[config.mk]
export PLATFORM = sky130hd
export DESIGN_NAME = ppde_top
export DESIGN_NICKNAME = d
export VERILOG_FILES = /design/src/ppde_pkg.sv /design/src/ppde_irq_if.sv /design/src/ppde_edge_det.sv /design/src/ppde_top.sv
export SDC_FILE = /design/constraint.sdc
export NUM_CORES = 1
export LEC_CHECK = 0
export ABC_AREA = 1
export BUFFER_PORTS_ARGS = -buffer_cell sky130_fd_sc_hd__buf_4
export CORE_MARGIN = 2
export CORE_UTILIZATION = 40
export CTS_CLUSTER_DIAMETER = 80
export DETAILED_ROUTE_END_ITERATION = 16
export GPL_TIMING_DRIVEN = 1
export PLACE_DENSITY_LB_ADDON = 0.12
export SLEW_MARGIN = 20
export SYNTH_ARGS = -nofsm -noshare
export SYNTH_HDL_FRONTEND = slang
export SYNTH_SLANG_ARGS = --single-unit
[constraint.sdc]
create_clock -name i_core_clk -period 1.8 [get_ports i_core_clk]
set_input_delay 0.09 -clock i_core_clk [delete_from_list [all_inputs] [get_ports i_core_clk]]
set_output_delay 0.09 -clock i_core_clk [all_outputs]
set_load 0.03 [all_outputs]
[src/ppde_pkg.sv]
// Constants and types shared by the parallel port blocks
package ppde_pkg;
    localparam int         PORT_W         = 8;
    localparam int         IO_ADDR_W      = 16;
    localparam int         SLICE_W        = 3;
    localparam int         IRQ_LINES      = 4;
    localparam int         WARM_W         = 2;
    localparam logic [7:0] PORT_RST       = 8'h00;
    localparam logic [7:0] STROBE_IDLE    = 8'hFF;
    localparam logic [1:0] WARM_DONE      = 2'h3;
    localparam int         ALT_TX_A_BIT   = 6;
    localparam int         ALT_TX_B_BIT   = 4;
    localparam int         ALT_RX_A_BIT   = 7;
    localparam int         ALT_RX_B_BIT   = 5;
    localparam int         SLAVE_CS_BIT   = 7;
    localparam int         IRQ0_A_BIT     = 0;
    localparam int         IRQ0_B_BIT     = 4;
    localparam int         IRQ1_A_BIT     = 1;
    localparam int         IRQ1_B_BIT     = 5;

    typedef enum logic [1:0] {
        PPDE_EDGE_OFF,
        PPDE_EDGE_FALL,
        PPDE_EDGE_RISE,
        PPDE_EDGE_BOTH
    } ppde_edge_t;

    typedef enum logic [1:0] {
        PPDE_STB_CS,
        PPDE_STB_WR,
        PPDE_STB_RD,
        PPDE_STB_RW
    } ppde_stb_mode_t;
endpackage

[src/ppde_irq_if.sv]
// Link between the port top and one interrupt edge detector
interface ppde_irq_if;
    logic                  en;
    ppde_pkg::ppde_edge_t  edge_sel;
    logic                  level;
    logic                  clr;
    logic                  pend;

    modport det (input en, input edge_sel, input level, input clr, output pend);
    modport ctl (output en, output edge_sel, output level, output clr, input pend);
endinterface

[src/ppde_edge_det.sv]
// Synchroniser, edge detector and pending latch for one interrupt input
module ppde_edge_det (
    input  wire logic   i_core_clk,
    input  wire logic   i_rst_n,
    ppde_irq_if.det     irq
);
    typedef struct packed {
        logic                          s1;
        logic                          s2;
        logic                          prev;
        logic [ppde_pkg::WARM_W-1:0]   warm;
        logic                          pend;
    } ppde_det_state_t;

    ppde_det_state_t st_reg;
    ppde_det_state_t st_next;
    logic            rise;
    logic            fall;
    logic            hit;

    always_comb begin
        st_next      = st_reg;
        st_next.s1   = irq.level;
        st_next.s2   = st_reg.s1;
        st_next.prev = st_reg.s2;
        if (st_reg.warm != ppde_pkg::WARM_DONE) begin
            st_next.warm = st_reg.warm + 2'h1;
        end
        rise = st_reg.s2 && !st_reg.prev;
        fall = !st_reg.s2 && st_reg.prev;
        unique case (irq.edge_sel)
            ppde_pkg::PPDE_EDGE_OFF:  hit = 1'b0;
            ppde_pkg::PPDE_EDGE_FALL: hit = fall;
            ppde_pkg::PPDE_EDGE_RISE: hit = rise;
            ppde_pkg::PPDE_EDGE_BOTH: hit = rise || fall;
        endcase
        hit = hit && irq.en && (st_reg.warm == ppde_pkg::WARM_DONE);
        // Set wins over a clear in the same cycle
        if (hit) begin
            st_next.pend = 1'b1;
        end else if (irq.clr) begin
            st_next.pend = 1'b0;
        end
    end

    always_ff @(posedge i_core_clk or negedge i_rst_n) begin
        if (!i_rst_n) begin
            st_reg <= '0;
        end else begin
            st_reg <= st_next;
        end
    end

    assign irq.pend = st_reg.pend;

    a_pend_held: assert property (@(posedge i_core_clk) disable iff (!i_rst_n)
        st_reg.pend && !irq.clr |=> st_reg.pend)
        else $error("pending request dropped without clear");

    a_edge_latched: assert property (@(posedge i_core_clk) disable iff (!i_rst_n)
        irq.en && irq.edge_sel == ppde_pkg::PPDE_EDGE_RISE
        && st_reg.warm == ppde_pkg::WARM_DONE && st_reg.s2 && !st_reg.prev |=> st_reg.pend)
        else $error("rising edge not latched");

    a_off_no_set: assert property (@(posedge i_core_clk) disable iff (!i_rst_n)
        !st_reg.pend && !irq.en |=> !st_reg.pend)
        else $error("request set while input disabled");
endmodule // ppde_edge_det

[src/ppde_top.sv]
// Two parallel ports with open drain, serial, strobe, slave select and interrupt functions

// Summary of operation
// - Open-drain port bits have own direction
// - Each open-drain port output bit push-pull or open drain
// - Output registers reload on timer event
// - Bits 6 and 4 carry alternate transmit
// - Bits 7 and 5 feed alternate receive
// - Strobe port bits may output strobes
// - Eight strobes, one per address eighth
// - Strobe modes: select, write, read, both
// - Bit 7 is slave chip select
// - Bit 7 output low forces select
// - Bits 0,4 and 1,5 feed interrupts
// - Edge selectable: fall, rise or both
// - Paired detections ORed into one request
// - Each interrupt input latches its edge
// - Each strobe decodes an 8K block
module ppde_top #(
    parameter int PORT_W    = ppde_pkg::PORT_W,
    parameter int IO_ADDR_W = ppde_pkg::IO_ADDR_W
) (
    input  wire logic                   i_core_clk,
    input  wire logic                   i_nrst,
    input  wire logic                   i_timer_evt,
    input  wire logic [PORT_W-1:0]      i_od_dir,
    input  wire logic [PORT_W-1:0]      i_od_opendrain,
    input  wire logic [PORT_W-1:0]      i_od_wr_data,
    input  wire logic                   i_od_wr,
    input  wire logic                   i_od_timed,
    input  wire logic                   i_alt_tx_a_en,
    input  wire logic                   i_alt_tx_b_en,
    input  wire logic                   i_alt_tx_chan_a,
    input  wire logic                   i_alt_tx_chan_b,
    input  wire logic [PORT_W-1:0]      i_od_port_bits,
    output logic      [PORT_W-1:0]      o_od_port_bits,
    output logic      [PORT_W-1:0]      o_od_port_bits_oe,
    output logic      [PORT_W-1:0]      o_od_rd_data,
    output logic                        o_alt_rx_chan_a,
    output logic                        o_alt_rx_chan_b,
    input  wire logic [PORT_W-1:0]      i_se_dir,
    input  wire logic [PORT_W-1:0]      i_se_wr_data,
    input  wire logic                   i_se_wr,
    input  wire logic                   i_se_timed,
    input  wire logic [PORT_W-1:0]      i_strobe_en,
    input  wire logic [2*PORT_W-1:0]    i_strobe_mode,
    input  wire logic                   i_io_cycle,
    input  wire logic                   i_io_rd,
    input  wire logic                   i_io_wr,
    input  wire logic [IO_ADDR_W-1:0]   i_io_addr,
    input  wire logic [PORT_W-1:0]      i_strobe_port_bits,
    output logic      [PORT_W-1:0]      o_strobe_port_bits,
    output logic      [PORT_W-1:0]      o_strobe_port_bits_oe,
    output logic      [PORT_W-1:0]      o_se_rd_data,
    input  wire logic                   i_slave_en,
    output logic                        o_slave_chip_select_n,
    input  wire logic                   i_ext_irq0_in_a_en,
    input  wire logic                   i_ext_irq0_in_b_en,
    input  wire logic                   i_ext_irq1_in_a_en,
    input  wire logic                   i_ext_irq1_in_b_en,
    input  wire logic [1:0]             i_irq0_edge,
    input  wire logic [1:0]             i_irq1_edge,
    input  wire logic                   i_irq0_clr,
    input  wire logic                   i_irq1_clr,
    output logic                        o_irq0_req,
    output logic                        o_irq1_req
);
    // ****************************************
    // Reset release
    // ****************************************
    logic [1:0] rst_sync_reg;
    logic       rst_n;

    always_ff @(posedge i_core_clk or negedge i_nrst) begin
        if (!i_nrst) begin
            rst_sync_reg <= 2'h0;
        end else begin
            rst_sync_reg <= {rst_sync_reg[0], 1'b1};
        end
    end
    assign rst_n = rst_sync_reg[1];

    // ****************************************
    // State
    // ****************************************
    typedef struct packed {
        logic [PORT_W-1:0] od_shadow;
        logic [PORT_W-1:0] od_out;
        logic [PORT_W-1:0] se_shadow;
        logic [PORT_W-1:0] se_out;
        logic [PORT_W-1:0] strobe_n;
    } ppde_state_t;

    ppde_state_t st_reg;
    ppde_state_t st_next;

    function automatic logic strobe_hit(input logic [1:0] mode, input logic rd, input logic wr);
        unique case (ppde_pkg::ppde_stb_mode_t'(mode))
            ppde_pkg::PPDE_STB_CS: strobe_hit = 1'b1;
            ppde_pkg::PPDE_STB_WR: strobe_hit = wr;
            ppde_pkg::PPDE_STB_RD: strobe_hit = rd;
            ppde_pkg::PPDE_STB_RW: strobe_hit = rd || wr;
        endcase
    endfunction

    logic [ppde_pkg::SLICE_W-1:0] slice;
    assign slice = i_io_addr[IO_ADDR_W-1 -: ppde_pkg::SLICE_W];

    always_comb begin
        st_next = st_reg;
        if (i_od_wr) begin
            st_next.od_shadow = i_od_wr_data;
        end
        if (i_se_wr) begin
            st_next.se_shadow = i_se_wr_data;
        end
        // Second stage follows at once, or only on the timer event
        if (!i_od_timed || i_timer_evt) begin
            st_next.od_out = st_next.od_shadow;
        end
        if (!i_se_timed || i_timer_evt) begin
            st_next.se_out = st_next.se_shadow;
        end
        for (int k = 0; k < PORT_W; k++) begin
            st_next.strobe_n[k] = !(i_io_cycle && slice == k[ppde_pkg::SLICE_W-1:0]
                && strobe_hit(i_strobe_mode[2*k +: 2], i_io_rd, i_io_wr));
        end
    end

    always_ff @(posedge i_core_clk or negedge rst_n) begin
        if (!rst_n) begin
            st_reg.od_shadow <= ppde_pkg::PORT_RST;
            st_reg.od_out    <= ppde_pkg::PORT_RST;
            st_reg.se_shadow <= ppde_pkg::PORT_RST;
            st_reg.se_out    <= ppde_pkg::PORT_RST;
            st_reg.strobe_n  <= ppde_pkg::STROBE_IDLE;
        end else begin
            st_reg <= st_next;
        end
    end

    // ****************************************
    // Open-drain capable port
    // ****************************************
    logic [PORT_W-1:0] od_val;

    always_comb begin
        od_val = st_reg.od_out;
        if (i_alt_tx_a_en) begin
            od_val[ppde_pkg::ALT_TX_A_BIT] = i_alt_tx_chan_a;
        end
        if (i_alt_tx_b_en) begin
            od_val[ppde_pkg::ALT_TX_B_BIT] = i_alt_tx_chan_b;
        end
    end

    // Open drain only pulls low, so data line stays low and enable carries the inverted bit
    assign o_od_port_bits    = od_val & ~i_od_opendrain;
    assign o_od_port_bits_oe = i_od_dir & ~(i_od_opendrain & od_val);
    assign o_od_rd_data      = i_od_port_bits;
    assign o_alt_rx_chan_a   = i_od_port_bits[ppde_pkg::ALT_RX_A_BIT];
    assign o_alt_rx_chan_b   = i_od_port_bits[ppde_pkg::ALT_RX_B_BIT];

    // ****************************************
    // Strobe capable port
    // ****************************************
    logic [PORT_W-1:0] se_eff;

    assign o_strobe_port_bits    = (i_strobe_en & st_reg.strobe_n)
                                 | (~i_strobe_en & st_reg.se_out);
    assign o_strobe_port_bits_oe = i_se_dir;
    assign o_se_rd_data          = i_strobe_port_bits;
    assign se_eff                = (i_se_dir & o_strobe_port_bits) | (~i_se_dir & i_strobe_port_bits);
    assign o_slave_chip_select_n = !i_slave_en || se_eff[ppde_pkg::SLAVE_CS_BIT];

    // ****************************************
    // External interrupts
    // ****************************************
    localparam int IRQ_BIT [ppde_pkg::IRQ_LINES] = '{ppde_pkg::IRQ0_A_BIT, ppde_pkg::IRQ0_B_BIT,
                                                    ppde_pkg::IRQ1_A_BIT, ppde_pkg::IRQ1_B_BIT};
    logic [ppde_pkg::IRQ_LINES-1:0] irq_en;
    logic [ppde_pkg::IRQ_LINES-1:0] irq_pend;

    assign irq_en = {i_ext_irq1_in_b_en, i_ext_irq1_in_a_en,
                     i_ext_irq0_in_b_en, i_ext_irq0_in_a_en};

    generate
        for (genvar g = 0; g < ppde_pkg::IRQ_LINES; g++) begin : g_irq
            ppde_irq_if irq_link ();
            assign irq_link.en       = irq_en[g];
            assign irq_link.edge_sel = ppde_pkg::ppde_edge_t'(g < 2 ? i_irq0_edge : i_irq1_edge);
            // Driven output bits may also raise the request
            assign irq_link.level    = se_eff[IRQ_BIT[g]];
            assign irq_link.clr      = (g < 2) ? i_irq0_clr : i_irq1_clr;
            assign irq_pend[g]       = irq_link.pend;
            ppde_edge_det u_det (
                .i_core_clk (i_core_clk),
                .i_rst_n    (rst_n),
                .irq        (irq_link)
            );
        end
    endgenerate

    assign o_irq0_req = irq_pend[0] || irq_pend[1];
    assign o_irq1_req = irq_pend[2] || irq_pend[3];

    // ****************************************
    // Checks
    // ****************************************
    a_od_dir_input: assert property (@(posedge i_core_clk) disable iff (!rst_n)
        (o_od_port_bits_oe & ~i_od_dir) == 8'h00)
        else $error("input bit of open-drain port driven");

    a_od_no_high: assert property (@(posedge i_core_clk) disable iff (!rst_n)
        (o_od_port_bits_oe & i_od_opendrain & od_val) == 8'h00)
        else $error("open-drain bit driven high");

    a_timed_hold: assert property (@(posedge i_core_clk) disable iff (!rst_n)
        i_od_timed && !i_timer_evt |=> $stable(st_reg.od_out))
        else $error("timed output changed without timer event");

    a_timed_load: assert property (@(posedge i_core_clk) disable iff (!rst_n)
        i_se_timed && i_timer_evt |=> st_reg.se_out == st_reg.se_shadow)
        else $error("timed output not loaded on timer event");

    a_alt_tx_path: assert property (@(posedge i_core_clk) disable iff (!rst_n)
        i_alt_tx_a_en && !i_od_opendrain[ppde_pkg::ALT_TX_A_BIT]
        |-> o_od_port_bits[ppde_pkg::ALT_TX_A_BIT] == i_alt_tx_chan_a)
        else $error("alternate transmit A not on bit 6");

    a_strobe_write: assert property (@(posedge i_core_clk) disable iff (!rst_n)
        !i_io_wr && i_strobe_mode[1:0] == 2'h1 |=> st_reg.strobe_n[0])
        else $error("write strobe fired without write");

    a_slave_forced: assert property (@(posedge i_core_clk) disable iff (!rst_n)
        i_slave_en && i_se_dir[ppde_pkg::SLAVE_CS_BIT]
        && !o_strobe_port_bits[ppde_pkg::SLAVE_CS_BIT] |-> !o_slave_chip_select_n)
        else $error("slave select not forced by low output");

    a_slave_off: assert property (@(posedge i_core_clk) disable iff (!rst_n)
        !i_slave_en |-> o_slave_chip_select_n)
        else $error("slave select active while disabled");

    a_irq_or: assert property (@(posedge i_core_clk) disable iff (!rst_n)
        o_irq1_req == (g_irq[2].irq_link.pend || g_irq[3].irq_link.pend))
        else $error("interrupt 1 request not the OR of its inputs");

    generate
        for (genvar s = 0; s < PORT_W; s++) begin : g_chk
            a_strobe_slice: assert property (@(posedge i_core_clk) disable iff (!rst_n)
                !st_reg.strobe_n[s] |-> $past(i_io_cycle) && $past(slice) == s)
                else $error("strobe active outside its address slice");
        end
    endgenerate
endmodule // ppde_top

# Word-level counts from Yosys, hierarchy flattened
# Index checks and enable logic that the tools add are counted.
# op_classes
eq_ne	45
mux	22
reduce_logical	76
add_sub_neg	4
n_bitwise	13
# ops
op	count
bitwise AND 8 bit	7
equality test 2 bit, second input constant	24
case mux 1 bit (4 select lines)	12
logical AND 1 bit	32
inverter 8 bit	4
equality test 2 x 1 -> 1 bit, second input constant	10
logical NOT 2 bit	10
logical NOT 1 bit	19
two-way mux 8 bit	2
OR 8 bit	2
equality test 3 bit, second input constant	4
logical OR 1 bit	10
adder 2 x 1 -> 2 bit, second input constant	4
two-way mux 1 bit	8
!= test 2 bit, second input constant	4
nonzero test 2 bit	4
equality test 3 x 2 -> 1 bit, second input constant	2
equality test 3 x 1 -> 1 bit, second input constant	1
logical NOT 3 bit	1
# word_totals
input_bits	121
wordCells	186
reg_bits	66
output_inout_bits	53

# Depth between registers and ports, before layout
# depth
depth_word	7
depth_mapped	7
depth_no_buf	7

# Cells and area by module
# From an unflattened synthesis, not the netlist that was laid out.
# unflattened
cells_unflattened	414
area_unflattened_um2	3353.2
# by_module_without_submodules
mod	seq_area_each_um2	cells_per_inst	instances	area_each_um2
ppde_top	1061.0	310	1	2272.2
ppde_edge_det	150.1	26	4	270.3

# Worst setup path after synthesis
# No wires, ideal clock.
# synth_path
path_type	register to register
from	reg st_reg[8] (netlist bit)
to	reg g_irq[0].u_det.st_reg (netlist bit g_irq[0].u_det.st_next[4])
period_less_slack_ps	1324
t_arrival_ps	1241
required_time_ps	1717
path_slack_ps	476
setup_time_ps	83
n_path_buf	0
stages_incl_launch_ff	5
path_cell_list	dfrtp_1 > inv_1 > o21ai_0 > nand2_1 > o21ai_0
# synth_between
elab_chain_len	4
# synth_rtl
item	line	text
from (decl)	ppde_top.sv:94	ppde_state_t st_reg;
from (signal assigned)	ppde_top.sv:138	st_reg <= st_next;
bitwise AND 8 bit	ppde_top.sv:170	| (~i_strobe_en & st_reg.se_out);
OR 8 bit	ppde_top.sv:170	
net o_strobe_port_bits[0]	ppde_top.sv:52	output logic [PORT_W-1:0] o_strobe_port_bits,
bitwise AND 8 bit	ppde_top.sv:173	assign se_eff = (i_se_dir & o_strobe_port_bits) | (~i_se_dir & i_strobe_port_bits);
OR 8 bit	ppde_top.sv:173	
net g_irq[0].u_det.irq.level	ppde_irq_if.sv:9	modport det (input en, input edge_sel, input level, input clr, output pend);
to (signal assigned)	ppde_edge_det.sv:50	st_reg <= st_next;
to (decl)	ppde_edge_det.sv:15	ppde_det_state_t st_reg;
# The timed path passes the listed nets, and every way through them passes these cells.
# A chain may end at the register's enable or synchronous reset.

# Final worst setup path
# layout_path
from	reg st_reg[1] (netlist bit)
to	out o_strobe_port_bits[1]
# layout_between
elab_chain_len	2
# layout_rtl
item	line	text
bitwise AND 8 bit	ppde_top.sv:169	assign o_strobe_port_bits = (i_strobe_en & st_reg.strobe_n)
OR 8 bit	ppde_top.sv:170	
to (decl)	ppde_top.sv:52	
# Every way passes these cells.

==> flow_summary.json <==
{
  "crit_type": "flip-flop to output pin",
  "postCtsSetupRepairBufs": 0,
  "layout-drive-gt1-share_pct": 31.67,
  "dieArea_mm2": 0.008841,
  "num_vias": 2677,
  "die_height_um": 94.03,
  "synth_top_area_share_pct": 44.77,
  "nets": 630,
  "fin_crit_ps": 1339,
  "ys_async_sr_fraction_pct": 100.0,
  "area_growth_pct": 38.29,
  "synth.top_cells.by_count": "nand2_1 (84), inv_1 (61), dfrtp_1 (58)",
  "synth_edf_count": 0,
  "drv_cap": 0,
  "synth_fp_nets": 505,
  "routed_wl_um": 6574,
  "grt_overflow": 0,
  "crit_path_cell_trace": "nand2_1 -> o21ai_0 -> buf_4",
  "max_freq_mhz": 747.0,
  "slew_viol_final": 0,
  "largest_reg_flops": 34,
  "initial_utilization_pct": 41.52,
  "n_fill_cell": 724,
  "yosysWarnings": 0,
  "diodes": 0,
  "gp_congestion": 0.7526,
  "pin_count": 174,
  "hold_buffers": 15,
  "outcome": "finished, final reports clean",
  "drt-initial-drc-count": 71,
  "cp.required_ps": 1710,
  "startpoint_type": "flip-flop",
  "synth_cell_types": 22,
  "grt_antenna_before_repair": 0,
  "slowest_stage": "dfstp_2",
  "synth_top_cell_by_area": "dfrtp_1",
  "grt_use_total_pct": 16.12,
  "num_rows": 32,
  "first_pass_iters": 4,
  "grt_pass1_vias": 2618,
  "yosysSeqAreaShare_pct": 51.25,
  "fin_ws_ps": 461.3,
  "dp_hpwl_um": 5102,
  "grt_setup_unrepaired": "false",
  "ir_worst_vdd_uv": 394.4,
  "ys_seq_elements": 66,
  "power_density_mw_per_mm2": 802.4,
  "drc": 0,
  "cp_max_fo": 2,
  "min_period_over_period_pct": 74.37,
  "avgSynthCellArea_um2": 8.715,
  "hp-class": "input pin to flip-flop",
  "ys.flop_type": "dfrtp_1",
  "setup_viol": 0,
  "cp.arrival_ps": 1250,
  "finalHoldViolCount": 0,
  "cts.sinks": 66,
  "syn_inst": 372,
  "setup_tns_ps": 0,
  "numCtsBuffers": 9,
  "skew_ps": 7.546,
  "clk_path_buf_depth": 2,
  "root_buffer": "clkbuf_8",
  "path_clk_slew_ps": 60,
  "grt_pass1_wl_um": 11100,
  "worst_path_largest_cell_delay_ps": 510,
  "portBuffers": 130,
  "die_x_um": 94.03,
  "ant_nets": 0,
  "wl_per_cell_um": 10.88,
  "dpl_worst_slack_ps": 741.0,
  "routed_via_density": 4.432,
  "clock_latency_ps": 330,
  "htreeDepth": 3,
  "synth_area_leaders": "dfrtp_1 (45%), nand2_1 (9.7%), inv_1 (7.1%)",
  "grt_max_degree": 65,
  "p_leak_nw": 2.367,
  "cts_tree": "yes",
  "synth_area_mm2": 0.003242,
  "worstSetupEndpointType": "output pin",
  "synth_most_common_cell": "nand2_1",
  "ctsResizeCount": 0,
  "core-area_mm2": 0.007807
}
==> logic make-up after synthesis <==
family,Yosys count,synth area share (%)
XOR/XNOR,4,1.081
multiplexers,4,1.389
adder cells (fa/ha/maj),12,4.631
AO/OA/AOI/OAI,62,10.96
other,1,0.1157
AND/OR/NAND/NOR,130,16.36
flip-flops,66,51.25
buffers and inverters,93,14.20
==> critical path: cells and delay by family (launching register included) <==
kind,cells,cell delay (ps)
simple gates,1,40
compound gates,1,140
buf+inv,1,240
flops,1,510
==> area by class of cell <==
cell class	count	area (um2)	share of cell area, %
Sequential cell	66	1663	37.09
Timing Repair Buffer	146	1146	25.57
Multi-Input combinational cell	213	1120	24.98
Inverter	61	229.0	5.107
Clock buffer	14	162.7	3.628
Tap cell	102	127.6	2.847
Clock inverter	2	35.03	0.7815
==> metrics by stage <==
step,cells,cell area (um2),hold slack (ps),total power [mW],util [%]
finish,604,4483,20.09,3.597,57.42
global route,604,4483,10.12,3.827,57.42
CTS,604,4483,1.379,3.659,57.42
detailed placement,573,4135,-124.7,2.386,52.96
global placement,573,4135,-127.6,2.370,52.96
floorplan,372,3243,-205.6,2.124,-
==> worst paths after layout <==
kind,slack (ps),from,cells past startpoint,to
max in group asynchronous,1200,rst_sync_reg[1],1,st_reg[6]
min in group asynchronous,80,i_nrst,2,rst_sync_reg[1]
max,460,st_reg[1],3,o_strobe_port_bits[1]
min reg2reg,270,rst_sync_reg[1],1,g_irq[0].u_det.st_reg[3]
min,20,i_od_wr_data[4],3,st_reg[36]
max reg2reg,730,g_irq[0].u_det.st_reg[1],2,g_irq[0].u_det.st_reg[2]
==> power by group <==
part	total [mW]	internal [mW]	switching, mW
Clock	1.22	0.716	0.507
Combinational	0.736	0.338	0.398
Sequential	1.64	1.60	0.0402
Total	3.60	2.65	0.945
==> cells in the final DEF, fill, tap and decap left out, types with 9 or more instances in the layout <==
master,n
nand3_1,26
o21ai_0,41
ha_1,12
clkbuf_8,11
dlygate4sd3_1,15
dfrtp_1,57
nand2_1,84
inv_1,61
nor2_1,16
o211ai_1,9
buf_4,130
==> routing by layer <==
metal / up-vias / global-route usage (%) / share of wire (%)
met3: 7 / 3.852 / 6.6
li1: 1388 / - / -
met1: 1201 / 18.88 / 41
met5: - / 0 / 0
met4: 0 / 7.971 / 1.6
met2: 81 / 27.56 / 51
Note: power is estimated with default switching activity, not from simulation.
